==> src/logic/dsm_map.svh <==
// register offsets, field positions, reset values and scale constants
`ifndef DSM_MAP_SVH
`define DSM_MAP_SVH

// writable broadcast registers
`define DSM_ADDR_OP_CMD   16'h0001
`define DSM_ADDR_FREQ_REF 16'h0002
// monitor registers
`define DSM_ADDR_OUT_STAT 16'h002d
`define DSM_ADDR_DC_BUS   16'h0031
`define DSM_ADDR_TORQUE   16'h0032
`define DSM_ADDR_OUT_PWR  16'h0033
`define DSM_ADDR_PID_FB   16'h0038
`define DSM_ADDR_PID_IN   16'h0039
`define DSM_ADDR_PID_OUT  16'h003a
`define DSM_ADDR_CPU_VER  16'h003b
`define DSM_ADDR_FLASH    16'h003c
`define DSM_ADDR_ERR      16'h003d
`define DSM_ADDR_KVA      16'h003e
`define DSM_ADDR_CTRL     16'h003f

// operation command word fields
`define DSM_BIT_RUN      0
`define DSM_BIT_REVERSE  1
`define DSM_BIT_EXT_FLT  4
`define DSM_BIT_FLT_RST  5
`define DSM_BIT_MI_FIVE  12
`define DSM_BIT_MI_EIGHT 15
`define DSM_OP_DEF_MASK  16'hf033

// error detail fields
`define DSM_ERR_CRC   0
`define DSM_ERR_LEN   1
`define DSM_ERR_PAR   3
`define DSM_ERR_OVR   4
`define DSM_ERR_FRM   5
`define DSM_ERR_TMO   6

// reset values and scaling
`define DSM_RST_OP_CMD   16'h0000
`define DSM_RST_FREQ_REF 16'h0000
`define DSM_FREF_FULL    16'h7530
`define DSM_FREF_DIV     16'h001e
`define DSM_PCT_POS      16'h03e8
`define DSM_PCT_NEG      16'hfc18

`endif

==> src/logic/dsm_pkg.sv <==
// shared types of the drive serial monitor register bank
package dsm_pkg;
	// answer code of one register access
	typedef enum logic [1:0] {
		DSM_RESP_OK        = 2'b00,
		DSM_RESP_BAD_ADDR  = 2'b01,
		DSM_RESP_READ_ONLY = 2'b10
	} dsm_resp_t;
	// one register word
	typedef logic [15:0] dsm_word_t;
endpackage : dsm_pkg

==> src/logic/dsm_err_if.sv <==
// carrier between the bank and its error detail latch
`timescale 1ns/10ps
interface dsm_err_if;
	logic [15:0] evt;    // one-cycle error events per bit
	logic        clr;    // fault reset level
	logic [15:0] detail; // latched error details
	modport src (output evt, output clr, input detail);
	modport sink (input evt, input clr, output detail);
endinterface : dsm_err_if

==> src/logic/dsm_regs.sv <==
// register bank of the drive serial slave: commands and monitors
`timescale 1ns/10ps
`include "dsm_map.svh"

// Behaviour
// - command and reference registers accept writes
// - op bit 0 runs, cleared stops
// - op bit 1 reverse, cleared forward
// - op bit 4 raises external fault
// - op bit 5 issues fault reset
// - op bits C..F drive inputs five..eight
// - undefined op bits use local data
// - error details latch until fault reset
// - fault reset clears even while running
// - status bit 1 shows contact output two
// - status bit 2 shows contact output three
// - status bit 3 shows photocoupler output three
// - feedback unsigned, ten counts per percent
// - pid in/out signed, ten per percent
module dsm_regs
	import dsm_pkg::*;
(
	input  logic        i_clock,
	input  logic        i_srst,
	// register access port
	input  logic        i_reg_sel,
	input  logic        i_reg_write,
	input  logic [15:0] i_reg_addr,
	input  logic [15:0] i_reg_wdata,
	output logic [15:0] o_reg_rdata,
	output logic        o_reg_done,
	output logic [1:0]  o_reg_resp,
	// local node operation data
	input  logic [15:0] i_local_cmd,
	// terminal pins, asynchronous
	input  logic        i_contact_out_one,
	input  logic        i_contact_out_two,
	input  logic        i_contact_out_three,
	input  logic        i_photocoupler_out_three,
	input  logic        i_photocoupler_out_four,
	input  logic        i_fault_reset_pin,
	// monitor quantities, same clock
	input  logic [15:0] i_dc_bus_voltage,
	input  logic [15:0] i_torque,
	input  logic [15:0] i_output_power_monitor,
	input  logic [15:0] i_pid_feedback,
	input  logic [15:0] i_pid_input,
	input  logic [15:0] i_pid_output,
	input  logic [15:0] i_cpu_version,
	input  logic [15:0] i_flash_version,
	input  logic [15:0] i_power_rating,
	input  logic [15:0] i_control_scheme,
	// link error events, one-cycle pulses
	input  logic        i_crc_err,
	input  logic        i_len_err,
	input  logic        i_parity_err,
	input  logic        i_overrun_err,
	input  logic        i_framing_err,
	input  logic        i_timeout_err,
	// drive command outputs
	output logic        o_run,
	output logic        o_reverse,
	output logic        o_ext_fault,
	output logic        o_fault_reset,
	output logic [3:0]  o_multi_inputs,
	output logic [15:0] o_effective_cmd,
	output logic [15:0] o_freq_ref_pct,
	output logic [15:0] o_link_error_details
);

	////////////////////////////////////////////////////////////////
	// declarations

	dsm_word_t   op_cmd_q;        // operation command word
	dsm_word_t   freq_ref_q;      // speed reference word
	dsm_word_t   eff_cmd_d;       // merged command word
	dsm_word_t   freq_sat;        // reference clipped to full scale
	dsm_word_t   freq_pct_d;      // reference in tenths of percent
	dsm_word_t   rdata_d;         // read mux result
	dsm_resp_t   resp_d;          // access answer
	logic [5:0]  pins_raw;        // pins before sync
	logic [5:0]  pins_s;          // pins after sync
	logic        hit_op;          // address decodes
	logic        hit_freq;
	logic        wr_op;           // accepted writes
	logic        wr_freq;
	logic        flt_rst;         // combined fault reset
	dsm_err_if   err_bus ();      // error latch carrier

	////////////////////////////////////////////////////////////////
	// saturation helpers

	// clip a signed value to plus or minus full scale
	function automatic dsm_word_t sat_signed(input dsm_word_t v);
		dsm_word_t r;
		r = v;
		if ($signed(v) > $signed(`DSM_PCT_POS)) begin
			r = `DSM_PCT_POS;
		end else if ($signed(v) < $signed(`DSM_PCT_NEG)) begin
			r = `DSM_PCT_NEG;
		end
		return r;
	endfunction : sat_signed

	// clip to zero..full scale, negative reads as zero
	function automatic dsm_word_t sat_unsigned(input dsm_word_t v);
		dsm_word_t r;
		r = v;
		if (v[15]) begin
			r = 16'h0000;
		end else if (v > `DSM_PCT_POS) begin
			r = `DSM_PCT_POS;
		end
		return r;
	endfunction : sat_unsigned

	////////////////////////////////////////////////////////////////
	// pin synchronisers

	// gather pins in bit order of the status word
	assign pins_raw = {
		i_fault_reset_pin,
		i_photocoupler_out_four,
		i_photocoupler_out_three,
		i_contact_out_three,
		i_contact_out_two,
		i_contact_out_one
	};

	// two flops before any logic looks at a pin
	dsm_sync #(
		.WIDTH (6)
	) u_sync (
		.i_clock (i_clock),
		.i_srst  (i_srst),
		.i_async (pins_raw),
		.o_sync  (pins_s)
	);

	////////////////////////////////////////////////////////////////
	// address decode and write strobes

	// only the two broadcast words take writes
	assign hit_op   = (i_reg_addr == `DSM_ADDR_OP_CMD);
	assign hit_freq = (i_reg_addr == `DSM_ADDR_FREQ_REF);
	assign wr_op    = i_reg_sel & i_reg_write & hit_op;
	assign wr_freq  = i_reg_sel & i_reg_write & hit_freq;

	////////////////////////////////////////////////////////////////
	// broadcast command registers

	// operation command word, all sixteen bits stored
	always_ff @(posedge i_clock) begin
		if (i_srst) begin
			op_cmd_q <= `DSM_RST_OP_CMD;
		end else if (wr_op) begin
			op_cmd_q <= i_reg_wdata;
		end
	end

	// speed reference word, raw counts
	always_ff @(posedge i_clock) begin
		if (i_srst) begin
			freq_ref_q <= `DSM_RST_FREQ_REF;
		end else if (wr_freq) begin
			freq_ref_q <= i_reg_wdata;
		end
	end

	////////////////////////////////////////////////////////////////
	// command merge with local node data

	// defined bits from broadcast, the rest local
	always_comb begin
		eff_cmd_d = (op_cmd_q & `DSM_OP_DEF_MASK)
			| (i_local_cmd & ~`DSM_OP_DEF_MASK);
	end

	// registered command outputs
	always_ff @(posedge i_clock) begin
		if (i_srst) begin
			o_run           <= 1'b0;
			o_reverse       <= 1'b0;
			o_ext_fault     <= 1'b0;
			o_multi_inputs  <= 4'h0;
			o_effective_cmd <= 16'h0000;
		end else begin
			o_run           <= eff_cmd_d[`DSM_BIT_RUN];
			o_reverse       <= eff_cmd_d[`DSM_BIT_REVERSE];
			o_ext_fault     <= eff_cmd_d[`DSM_BIT_EXT_FLT];
			o_multi_inputs  <= eff_cmd_d[`DSM_BIT_MI_EIGHT:`DSM_BIT_MI_FIVE];
			o_effective_cmd <= eff_cmd_d;
		end
	end

	////////////////////////////////////////////////////////////////
	// fault reset

	// command bit or the synchronised pin
	// fault reset command
	assign flt_rst = eff_cmd_d[`DSM_BIT_FLT_RST] | pins_s[5];

	// fault reset level out to the drive
	always_ff @(posedge i_clock) begin
		if (i_srst) begin
			o_fault_reset <= 1'b0;
		end else begin
			o_fault_reset <= flt_rst;
		end
	end

	////////////////////////////////////////////////////////////////
	// frequency reference scaling

	// clip at full scale, then to tenths of percent
	always_comb begin
		freq_sat = freq_ref_q;
		if (freq_ref_q > `DSM_FREF_FULL) begin
			freq_sat = `DSM_FREF_FULL;
		end
		freq_pct_d = freq_sat / `DSM_FREF_DIV;
	end

	// scaled reference register
	always_ff @(posedge i_clock) begin
		if (i_srst) begin
			o_freq_ref_pct <= 16'h0000;
		end else begin
			o_freq_ref_pct <= freq_pct_d;
		end
	end

	////////////////////////////////////////////////////////////////
	// communications error details

	// event vector in detail-bit order, unused bits idle
	always_comb begin
		err_bus.evt = 16'h0000;
		err_bus.evt[`DSM_ERR_CRC] = i_crc_err;
		err_bus.evt[`DSM_ERR_LEN] = i_len_err;
		err_bus.evt[`DSM_ERR_PAR] = i_parity_err;
		err_bus.evt[`DSM_ERR_OVR] = i_overrun_err;
		err_bus.evt[`DSM_ERR_FRM] = i_framing_err;
		err_bus.evt[`DSM_ERR_TMO] = i_timeout_err;
	end

	assign err_bus.clr = flt_rst;

	dsm_err_latch u_err (
		.i_clock (i_clock),
		.i_srst  (i_srst),
		.err     (err_bus.sink)
	);

	// error details mirrored to a port
	always_ff @(posedge i_clock) begin
		if (i_srst) begin
			o_link_error_details <= 16'h0000;
		end else begin
			o_link_error_details <= err_bus.detail;
		end
	end

	////////////////////////////////////////////////////////////////
	// read mux and answer

	// select data and answer for the addressed word
	always_comb begin
		rdata_d = 16'h0000;
		resp_d  = DSM_RESP_READ_ONLY;
		case (i_reg_addr)
			`DSM_ADDR_OP_CMD: begin
				rdata_d = op_cmd_q;
				resp_d  = DSM_RESP_OK;
			end
			`DSM_ADDR_FREQ_REF: begin
				rdata_d = freq_ref_q;
				resp_d  = DSM_RESP_OK;
			end
			`DSM_ADDR_OUT_STAT: begin
				rdata_d[4:0] = pins_s[4:0];
			end
			`DSM_ADDR_DC_BUS: begin
				rdata_d = i_dc_bus_voltage;
			end
			`DSM_ADDR_TORQUE: begin
				rdata_d = i_torque;
			end
			`DSM_ADDR_OUT_PWR: begin
				rdata_d = i_output_power_monitor;
			end
			`DSM_ADDR_PID_FB: begin
				rdata_d = sat_unsigned(i_pid_feedback);
			end
			`DSM_ADDR_PID_IN: begin
				rdata_d = sat_signed(i_pid_input);
			end
			`DSM_ADDR_PID_OUT: begin
				rdata_d = sat_signed(i_pid_output);
			end
			`DSM_ADDR_CPU_VER: begin
				rdata_d = i_cpu_version;
			end
			`DSM_ADDR_FLASH: begin
				rdata_d = i_flash_version;
			end
			`DSM_ADDR_ERR: begin
				rdata_d = err_bus.detail;
			end
			`DSM_ADDR_KVA: begin
				rdata_d = i_power_rating;
			end
			`DSM_ADDR_CTRL: begin
				rdata_d = i_control_scheme;
			end
			default: begin
				// unmapped word
				resp_d = DSM_RESP_BAD_ADDR;
			end
		endcase
		// a read of any mapped word is fine
		if (!i_reg_write && resp_d == DSM_RESP_READ_ONLY) begin
			resp_d = DSM_RESP_OK;
		end
	end

	// answer one cycle after the select
	always_ff @(posedge i_clock) begin
		if (i_srst) begin
			o_reg_rdata <= 16'h0000;
			o_reg_done  <= 1'b0;
			o_reg_resp  <= DSM_RESP_OK;
		end else begin
			o_reg_done <= i_reg_sel;
			if (i_reg_sel) begin
				// writes return no data
				o_reg_rdata <= i_reg_write ? 16'h0000 : rdata_d;
				o_reg_resp  <= resp_d;
			end
		end
	end

endmodule : dsm_regs

==> src/logic/dsm_sync.sv <==
// two flip-flop synchroniser for pin inputs, one stage pair per bit
`timescale 1ns/10ps
module dsm_sync #(
	parameter int WIDTH = 6
) (
	input  logic             i_clock,
	input  logic             i_srst,
	input  logic [WIDTH-1:0] i_async,
	output logic [WIDTH-1:0] o_sync
);
	logic [WIDTH-1:0] meta_q; // first stage, read only by second
	genvar g;
	// per-bit double flop
	for (g = 0; g < WIDTH; g++) begin : g_bit
		always_ff @(posedge i_clock) begin
			if (i_srst) begin
				meta_q[g] <= 1'b0;
				o_sync[g] <= 1'b0;
			end else begin
				meta_q[g] <= i_async[g];
				o_sync[g] <= meta_q[g];
			end
		end
	end
endmodule : dsm_sync

==> src/logic/dsm_err_latch.sv <==
// sticky communications error detail bits
`timescale 1ns/10ps
module dsm_err_latch (
	input  logic   i_clock,
	input  logic   i_srst,
	dsm_err_if.sink err
);
	genvar g;
	// per-bit latch, set wins over clear
	for (g = 0; g < 16; g++) begin : g_bit
		always_ff @(posedge i_clock) begin
			if (i_srst) begin
				err.detail[g] <= 1'b0;
			end else if (err.evt[g]) begin
				err.detail[g] <= 1'b1;
			end else if (err.clr) begin
				err.detail[g] <= 1'b0;
			end
		end
	end
endmodule : dsm_err_latch

==> config.mk <==
export PLATFORM = sky130hd
export DESIGN_NAME = dsm_regs
export DESIGN_NICKNAME = d
export VERILOG_FILES = /design/src/logic/dsm_pkg.sv /design/src/logic/dsm_err_if.sv /design/src/logic/dsm_regs.sv /design/src/logic/dsm_sync.sv /design/src/logic/dsm_err_latch.sv
export VERILOG_INCLUDE_DIRS = /design/src /design/src/logic
export SDC_FILE = /design/constraint.sdc
export NUM_CORES = 1
export LEC_CHECK = 0
export ABC_AREA = 1
export BUFFER_PORTS_ARGS = -buffer_cell sky130_fd_sc_hd__buf_2
export CAP_MARGIN = 40
export CORE_MARGIN = 8
export CORE_UTILIZATION = 47
export DETAILED_ROUTE_END_ITERATION = 10
export GPL_ROUTABILITY_DRIVEN = 0
export PLACE_DENSITY = 0.81
export SYNTH_ARGS = -nofsm -noshare
export SYNTH_HDL_FRONTEND = slang
export SYNTH_SLANG_ARGS = --single-unit
==> constraint.sdc <==
create_clock -name i_clock -period 4.4 [get_ports i_clock]
set_input_delay 0.44 -clock i_clock [delete_from_list [all_inputs] [get_ports i_clock]]
set_output_delay 0.44 -clock i_clock [all_outputs]
set_load 0.01 [all_outputs]
# After elaboration in Yosys (flattened, before gate mapping)
# Cells that the tools add are included.
[totals]
regBits = 115
out_inout_bits = 75
elab_cells = 87
[op_classes]
div = 1
order_cmp = 6
n_eq_ne = 15
n_mux = 19
bitwise = 5
n_reduce_logical = 10
[op_table]
columns = ["op", "count"]
rows = [
  ["$eq 16x6->1 const B", 12],
  ["$pmux 11 s13", 1],
  ["$mux 16", 7],
  ["$pmux 5 s14", 1],
  ["$gt 16x11->1 const B", 2],
  ["$lt 16x11->1 const B", 2],
  ["$div 16x5->16 const B", 1],
  ["$eq 16x1->1 const B", 1],
  ["$eq 16x2->1 const B", 1],
  ["$gt 16x10->1 const B", 1],
  ["$gt 16x15->1 const B", 1],
  ["$or 16x12->16", 1],
  ["$mux 15", 1],
  ["$reduce_bool 2->1", 6],
  ["$reduce_or 12->1", 1],
  ["$mux 1", 7],
  ["$pmux 2 s2", 1],
  ["$and 1x1->1", 3],
  ["$eq 2x2->1 const B", 1],
  ["$mux 2", 1],
  ["$reduce_or 2->1", 1],
  ["$logic_and 1x1->1", 1],
  ["$logic_not 1->1", 1],
  ["$or 1x1->1", 1],
]

# Longest topological paths before layout
# Gate-level depths: netlist of the first run.
[depth]
word_depth = 6
depth_mapped = 47
depth_no_buf = 47

# Modules after synthesis
# Synthesis of the first run repeated with hierarchy kept, for this count alone.
[hier_totals]
hier_cells = 1057
area_unflattened_um2 = 7070.5
[modules_own_cells]
columns = ["mod", "instances", "cells_per_inst", "area_each_um2"]
rows = [
  ["dsm_regs", 1, 952, 6170.9],
  ["dsm_err_latch", 1, 68, 558.0],
  ["dsm_sync", 1, 37, 341.6],
]

# Least setup slack after synthesis of the first run
# OpenSTA, ideal clock, no wires.
[synth_path]
path_type = "flip-flop to flip-flop"
start = "reg freq_ref_q[9]"
end = "reg o_freq_ref_pct[0]"
t_arrival_ns = 3.751
path_slack_ns = 0.519
stages_incl_launch_ff = 41
n_path_buf = 0
cell_sequence = "dfxtp_1 > inv_4 > nand2_1 > nor2_1 > and2_1 > nand2_1 > nand2_4 > inv_4 > nor2_4 > nand2_4 > o21ai_2 > inv_2 > nand2_4 > nand2_1 > nand2_2 > inv_2 > nand2_2 > nand3_2 > (+5 left out) > nand2_1 > o21ai_2 > nand2_1 > nand2_2 > inv_2 > o21ai_1 > nand2_1 > nor2_2 > nand2_2 > nand2_1 > nand2_2 > nand3_2 > o21bai_1 > nand2_1 > nand3_1 > or2_1 > nand2_1 > a21oi_2"
[synth_via]
elab_chain_cells = 3
[synth_rtl]
columns = ["item", "line_no", "text"]
rows = [
  ["start: declaration", "dsm_regs.sv:75", "dsm_word_t freq_ref_q;"],
  ["start signal: assignment", "dsm_regs.sv:164", "freq_ref_q <= `DSM_RST_FREQ_REF;"],
  ["start signal: assignment", "dsm_regs.sv:166", "freq_ref_q <= i_reg_wdata;"],
  ["$gt 16x15->1 (no source line)", "n/a", ""],
  ["$mux 16 (*)", "dsm_regs.sv:218", "if (freq_ref_q > `DSM_FREF_FULL) begin"],
  ["$div 16x5->16 (no source line) (*)", "n/a", ""],
  ["end signal: assignment", "dsm_regs.sv:229", "o_freq_ref_pct <= freq_pct_d;"],
  ["end: declaration", "dsm_regs.sv:67", "output logic [15:0] o_freq_ref_pct,"],
]
# Every way passes the cells marked *; elsewhere a longest branch is shown, timed or not.
# A chain may end at the register's enable or synchronous reset.

# Worst setup path in the final report of the first run
[layout_path]
start = "reg freq_ref_q[11]"
end = "reg o_freq_ref_pct[0]"
# The elaborated chain is that of the path after synthesis.

==> summary.md, run 1 <==
| Metric | Value |
|---|---|
| Run status | `finished with violations` |
| Violations in the final reports | `setup timing` |
| Post-synthesis average cell area | `6.71 sq um` |
| Reg-to-Reg End | `o_freq_ref_pct[0]` |
| R2R Path Start | `freq_ref_q[11]` |
| Full die area | `17400 sq um` |
| Routing usage on met3 | `between 8 and 9%` |
| Inserted Clock Buffers | `9` |
| Count of flip-flops with a built-in enable after synthesis | `0` |
| Vertical extent of the die | `132 microns` |
| Fraction of power consumed by the clock network | `a little over two fifths` |
| Delay of the slowest cell on the worst path | `0.36 ns` |
| Arrival time at the worst endpoint | `4.72 ns` |
| Count of cells along the worst register-to-register path | `38` |
| Share of the core filled with cells in the final layout | `65.5%` |
| Flop2flop setup slack | `-0.11 ns` |
| Maximum clock skew at final layout | `0.00634 ns` |
| Post-route total power | `2.07 mW` |
| Proportion of register bits with asynchronous set or reset after synthesis | `0%` |
| Slew HR | `42.7%` |
| Core outline area | `13200 sq um` |
| Clock latency reported for the late side of the worst-skew pair | `between 0.3 and 0.4 ns` |
| Area of the mapped netlist | `6320 sq um` |
| Wire length of the first global-routing pass | `37700 microns` |
| Crit start category | `flop` |
| Fin area | `8640 sq um` |
| Leakage power | `4.21 nW` |
| FF+latch area | `2100 sq um` |
| Fraction of layout instances using a drive strength above 1 | `a little over a third` |
| Tightest Pin Transition | `0.852 ns` |
| Total routing usage reported by global routing | `27.1%` |
| Non-filler instance count after layout | `1413` |
| Effective utilization at floorplan | `47.9%` |
| Average via count per standard cell | `about 5.4` |
| Largest vdd supply drop | `392 uV` |
| Critical Path Slowest Stage Cell | `dfxtp_4` |
| Net switching power of the design | `0.500 mW` |
| Number of global-route vias before repair | `7032` |
| Worst path setup slack after routing | `-0.110 ns` |
| End point of the critical path | `o_freq_ref_pct[0]` |
| Mapped Cells | `941` |
| F_max | `0.222 GHz` |
| Via count | `7600` |
| Class of the worst hold path | `primary input to flop` |
| Fin. max-slew vios | `0` |
| Total of flip-flops plus latches after synthesis | `roughly 100` |
| Worst setup EP type | `flop` |
| Max Cap Violations | `0` |
| Class of the most critical setup path | `flop to flop` |
| Antenna violations before repair | `6` |
| Placement Cell Area | `7820 sq um` |
| Pin count of the biggest net entering global routing | `70` |
| Sequential fraction of design power | `a little under half` |
| Critical Path Source | `freq_ref_q[11]` |
| Initial drt markers | `around 480` |
| Filler cell count in the final layout | `roughly 1.2k` |
| Required time reported for the critical path endpoint | `roughly 4.6 ns` |
| Count of warnings emitted by yosys | `0` |
| H-tree levels | `3` |
| Wire per inst | `between 15 and 20 microns` |
| Area grow syn2layout | `36.8%` |
| Placement row count | `42` |
| Internal Power | `1.57 mW` |
| Part of the power in combinational logic | `about 10%` |
| Global routing usage on met2 | `45.5%` |
| Residual DRC count | `0` |
| # setup viols final | `2` |
| Root buf cell | `clkbuf_16` |
| Synth cell types | `53` |
| Shortest period the worst path allows | `4.51 ns` |
| Die boundary width | `132 microns` |
| Sequential share of the synthesized area | `33.0%` |
| Global route overflow | `0` |
| Final clock period utilization by the worst path | `103%` |
| Clock transition at the register clock pins on the worst setup and hold paths after CTS | `0.08 ns` |
| Post-detailed-route count of antenna-violating nets | `0` |
| Crit-path max FO | `7` |
| Hold Worst Slack | `0.284 ns` |
| Net total in the final layout | `1452` |
| Multi-input combinational cell area | `3750 sq um` |
| Wirelength, routed | `25500 microns` |
| Setup repair after global routing missed its margin | `true` |
| Max Root-Sink Buffers | `2` |
| Top flip-flop cell by instance count after synthesis | `dfxtp_1` |
| Final Hold Vio Count | `0` |
| TritonCTS clock tree | `done` |
| Grt peak-use layer | `met2` |
| Ratio of total power to cell area | `240 nW/um^2` |
| Cell count after placement | `1371` |
| Clock sink count | `104` |
| Most frequent standard cell in the layout excluding fill and tap cells | `buf_2` |
| Number of top-level design ports | `299` |
| Highest-count cells in the layout ignoring fill and taps | `276 x buf_2, 147 x nand2_1, 129 x inv_1` |
| Number of buffers added on ports | `276` |
| Dpl hpwl | `20000 microns` |
| Routing usage on met1 | `32.3%` |
| Most used cell along the critical path | `nand2_2` |
| Number of detailed-route iterations in the first pass | `5` |
| Share of total power consumed by net switching | `24.1%` |
-- metal layers --
metal / part of all wire (%) / wire length [microns]
met3: 9.3 / 2370
met2: 48 / 12200
met5: 0.13 / 34
met4: 2.9 / 745
met1: 40 / 10100
-- worst min path at each step --
stage / startpoint / end / depth (start not counted)
floorplan: u_sync.meta_q[0] / u_sync.o_sync[0] / 2
global placement: u_sync.meta_q[5] / u_sync.o_sync[5] / 2
CTS: i_photocoupler_out_three / u_sync.meta_q[3] / 3
global route: i_local_cmd[2] / o_effective_cmd[2] / 3
finish: i_local_cmd[8] / o_effective_cmd[8] / 3
detailed placement: u_sync.meta_q[4] / u_sync.o_sync[4] / 2
-- per-stage QoR --
step / TNS (ns) / setup slack [ns]
3_3_place_gp: 0 / 0.145
6_report: -0.145 / -0.110
5_1_grt: -0.807 / -0.469
3_5_place_dp: 0 / 0.00753
2_1_floorplan: 0 / 0.519
4_1_cts: 0 / 0.000392
-- critical path, delay by kind of cell (launching register included) --
family	cells	cell delay [ns]
AOI/OAI and AO/OA	7	0.94
DFF	1	0.36
and+or+nand+nor	25	2.51
buffers and inverters	6	0.53
-- final cells by class --
class                           count  area share (%)
Clock buffer                       10            2.77
Inverter                          147            6.70
Sequential cell                   104            24.3
Tap cell                          176            2.55
Antenna cell                        6           0.174
Timing Repair Buffer              309            18.9
Clock inverter                      6            1.13
Multi-Input combinational cell    655            43.4
-- kinds of logic after synthesis --
logic type	after synthesis	synth area share, %
simple gates	386	28.4
compound gates	249	24.9
buf+inv	197	13.0
flops	104	33.0
xor+xnor	2	0.277
fa+ha+maj	2	0.396
other cells	1	0.0594
-- sequential cells by signal, indices dropped and copies added (netlist names), 4 cells and up --
signal	cells
o_reg_rdata	16
freq_ref_q	16
op_cmd_q	16
o_effective_cmd	12
o_link_error_details	6
u_sync.meta_q	6
o_freq_ref_pct	12
o_multi_inputs	4
u_err.err.detail	6
u_sync.o_sync	6
-- power groups by stage --
stage                     combinational (mW)  sequential (mW)  clock, mW
after floorplan                       0.0738            0.991          0
after global placement                 0.199            0.986          0
after detailed placement               0.202            0.987          0
after CTS                              0.203            0.965      0.918
after global routing                   0.226            0.965      0.961
final                                  0.207            0.963      0.904
-- synth_stat cells, types with 5 or more instances --
cell type | instances | area (sq um)
o21ai_1 | 14 | 70.1
dfxtp_1 | 104 | 2080
nand2_2 | 15 | 93.8
nor3_1 | 15 | 75.1
inv_1 | 130 | 488
nand2_4 | 8 | 90.1
clkbuf_1 | 27 | 101
a22oi_1 | 21 | 158
nand4_1 | 16 | 100
o211ai_1 | 6 | 45.0
nand2_1 | 169 | 634
nor2_1 | 104 | 390
o21ai_2 | 5 | 43.8
buf_4 | 21 | 158
o2111ai_1 | 17 | 149
o21ai_0 | 63 | 315
a221oi_1 | 21 | 184
a21oi_1 | 76 | 380
inv_2 | 11 | 41.3
nand3_1 | 29 | 145
a22o_1 | 7 | 61.3
-- timing repair --
item	in CTS	in global routing
pin swaps	2	49
setup buffers	4	16
hold buffers	0	0
resized for setup	1	90
endpoints found under the setup margin	1	3
hold endpoints to repair	0	0
gates cloned	0	0
(Power assumes the default switching activity.)
==> inputs of run 2 (changes only) <==
--- a/config.mk
+++ b/config.mk
@@ -9,11 +9,12 @@
 export ABC_AREA = 1
 export BUFFER_PORTS_ARGS = -buffer_cell sky130_fd_sc_hd__buf_2
 export CAP_MARGIN = 40
-export CORE_MARGIN = 8
+export CORE_MARGIN = 2
 export CORE_UTILIZATION = 47
 export DETAILED_ROUTE_END_ITERATION = 10
 export GPL_ROUTABILITY_DRIVEN = 0
 export PLACE_DENSITY = 0.81
+export SLEW_MARGIN = 25
 export SYNTH_ARGS = -nofsm -noshare
 export SYNTH_HDL_FRONTEND = slang
 export SYNTH_SLANG_ARGS = --single-unit
==> summary.md, run 2 (synthesized netlist as in run 1, its figures left out) <==
| Metric | Value |
|---|---|
| Antenna violations before repair | `4 (-2)` |
| Reg-to-Reg End | `o_freq_ref_pct[0]` |
| Class of the most critical setup path | `flop to flop` |
| Filler cell count in the final layout | `1176 (-3.3%)` |
| Hold EP | `u_sync.meta_q[3]` |
| Max Cap Violations | `0 (unchanged)` |
| Share of total power consumed by net switching | `25.8% (+1.7 points)` |
| Core outline area | `13200 sq um (unchanged)` |
| Flop2flop setup slack | `-0.32 ns (-0.21 ns)` |
| Slew HR | `45.9% (+3.1 points)` |
| Clock transition at the register clock pins on the worst setup and hold paths after CTS | `0.08 ns (about the same)` |
| TritonCTS clock tree | `done` |
| Maximum clock skew at final layout | `0.00814 ns (+0.00180 ns)` |
| Number of top-level design ports | `299 (unchanged)` |
| Crit start category | `flop` |
| Ratio of total power to cell area | `236 nW/um^2 (-1.5%)` |
| Class of the worst hold path | `primary input to flop` |
| Arrival time at the worst endpoint | `4.93 ns (+0.21 ns)` |
| Global route overflow | `0 (unchanged)` |
| Clock latency reported for the late side of the worst-skew pair | `0.36 ns (about the same)` |
| Tightest Pin Transition | `0.811 ns (-0.0411 ns)` |
| Hold Worst Slack | `0.279 ns (-0.00499 ns)` |
| Number of detailed-route iterations in the first pass | `6 (+1)` |
| Wire per inst | `17.5 microns (-3.2%)` |
| Share of the core filled with cells in the final layout | `65.1% (-0.42 points)` |
| Worst setup EP type | `flop` |
| Part of the power in combinational logic | `10.1% (about the same)` |
| Final Hold Vio Count | `0 (unchanged)` |
| Fraction of layout instances using a drive strength above 1 | `36.0% (about the same)` |
| Delay of the slowest cell on the worst path | `0.35 ns (about the same)` |
| Area grow syn2layout | `36.0%` |
| Wire length of the first global-routing pass | `35200 microns (-6.6%)` |
| Total routing usage reported by global routing | `31.4% (+4.3 points)` |
| Required time reported for the critical path endpoint | `4.62 ns (about the same)` |
| Fin. max-slew vios | `0 (unchanged)` |
| Top flop regs | `freq_ref_q x16, o_reg_rdata x16, op_cmd_q x16` |
| Most frequent standard cell in the layout excluding fill and tap cells | `buf_2` |
| Sequential fraction of design power | `47.5% (+1.1 points)` |
| Placement row count | `42 (unchanged)` |
| Root buf cell | `clkbuf_16` |
| Clock sink count | `104 (unchanged)` |
| Non-filler instance count after layout | `1409 (-0.28%)` |
| Average via count per standard cell | `5.43 (+1.0%)` |
| F_max | `0.212 GHz (-4.4%)` |
| Effective utilization at floorplan | `47.9% (unchanged)` |
| Internal Power | `1.51 mW (-4.3%)` |
| Count of cells along the worst register-to-register path | `41 (+7.9%)` |
| Run status | `finished with violations` |
| Critical Path Source | `freq_ref_q[11]` |
| Leakage power | `4.19 nW (-0.67%)` |
| Inserted Clock Buffers | `9 (unchanged)` |
| Fraction of power consumed by the clock network | `42.3% (-1.3 points)` |
| Multi-input combinational cell area | `3740 sq um (-0.33%)` |
| Max Root-Sink Buffers | `2 (unchanged)` |
| Net switching power of the design | `0.524 mW (+4.8%)` |
| Residual DRC count | `0 (unchanged)` |
| Net total in the final layout | `1451 (-0.069%)` |
| Crit-path max FO | `7 (unchanged)` |
| Violations in the final reports | `setup timing` |
| Initial drt markers | `919 (+91%)` |
| Critical Path Slowest Stage Cell | `dfxtp_4` |
| # setup viols final | `2 (unchanged)` |
| Fin area | `8590 sq um (-0.64%)` |
| R2R Path Start | `freq_ref_q[11]` |
| Number of global-route vias before repair | `6770 (-3.7%)` |
| Dpl hpwl | `18500 microns (-7.6%)` |
| Shortest period the worst path allows | `4.72 ns (+0.209 ns)` |
| Setup repair after global routing missed its margin | `true` |
| Wirelength, routed | `24600 microns (-3.5%)` |
| Cell count after placement | `1372 (+0.073%)` |
| Final sum of negative setup slack | `-0.542 ns (-0.396 ns)` |
| Largest vdd supply drop | `303 uV (-23%)` |
| FF+latch area | `2100 sq um (-0.18%)` |
| Highest-count cells in the layout ignoring fill and taps | `276 x buf_2, 147 x nand2_1, 127 x inv_1` |
| Worst path setup slack after routing | `-0.319 ns (-0.209 ns)` |
| Placement Cell Area | `7820 sq um (unchanged)` |
| Vertical extent of the die | `120 microns (-9.1%)` |
| Die boundary width | `120 microns (-9.1%)` |
| Post-detailed-route count of antenna-violating nets | `0 (unchanged)` |
| Pin count of the biggest net entering global routing | `70 (unchanged)` |
| Number of buffers added on ports | `276 (unchanged)` |
| WHS Path Cells | `3 (unchanged)` |
| H-tree levels | `3 (unchanged)` |
| Full die area | `14400 sq um (-17%)` |
| Final clock period utilization by the worst path | `107% (+4.8 points)` |
| Hold path startpoint | `i_photocoupler_out_three` |
| Via count | `7657 (+0.75%)` |
[run 2: area by class of cell]
type,instances,share of cell area (%)
Clock inverter,7,0.976
Sequential cell,104,24.4
Antenna cell,3,0.0874
Clock buffer,9,2.62
Inverter,147,6.66
Tap cell,176,2.56
Timing Repair Buffer,308,19.1
Multi-Input combinational cell,655,43.6
[run 2: power groups by stage]
stage / clock network, mW / registers (mW) / logic (mW)
global placement: 0 / 0.987 / 0.199
floorplan: 0 / 0.991 / 0.0738
CTS: 0.865 / 0.966 / 0.203
detailed placement: 0 / 0.988 / 0.202
finish: 0.860 / 0.964 / 0.206
global route: 0.902 / 0.966 / 0.226
[run 2: metal layers]
metal | wire (microns) | track usage [%]
met2 | 11900 | 52.3
met5 | 27 | 0
met3 | 2150 | 7.41
met1 | 9730 | 40.4
met4 | 768 | 9.41
[run 2: what timing repair did]
item	4_1_cts	5_1_grt
endpoints found under the hold margin	0	0
gates cloned	0	0
buffers inserted	1	15
gates resized for setup	4	82
endpoints found under the setup margin	1	3
pin swaps	2	44
hold buffers	0	0
[run 2: critical path, delay by kind of cell (launching register included)]
family,cells,cell delay (ns)
buffers and inverters,5,0.44
and+or+nand+nor,29,2.86
DFF,1,0.35
AOI/OAI and AO/OA,7,0.91
[run 2: worst max-delay path by stage]
stage / to / slack (ns) / cells after the start
3_5_place_dp: o_freq_ref_pct[0] / -0.03 / 40
2_1_floorplan: o_freq_ref_pct[0] / 0.52 / 40
4_1_cts: o_freq_ref_pct[0] / 0.007 / 40
3_3_place_gp: o_freq_ref_pct[0] / 0.14 / 40
5_1_grt: o_freq_ref_pct[0] / -0.60 / 41
6_report: o_freq_ref_pct[0] / -0.32 / 41
[run 2: metrics by stage]
step           power [mW]  setup slack (ns)
6_report             2.03            -0.319
5_1_grt              2.09            -0.605
4_1_cts              2.03           0.00708
3_5_place_dp         1.19           -0.0336
3_3_place_gp         1.19             0.139
2_1_floorplan        1.06             0.519
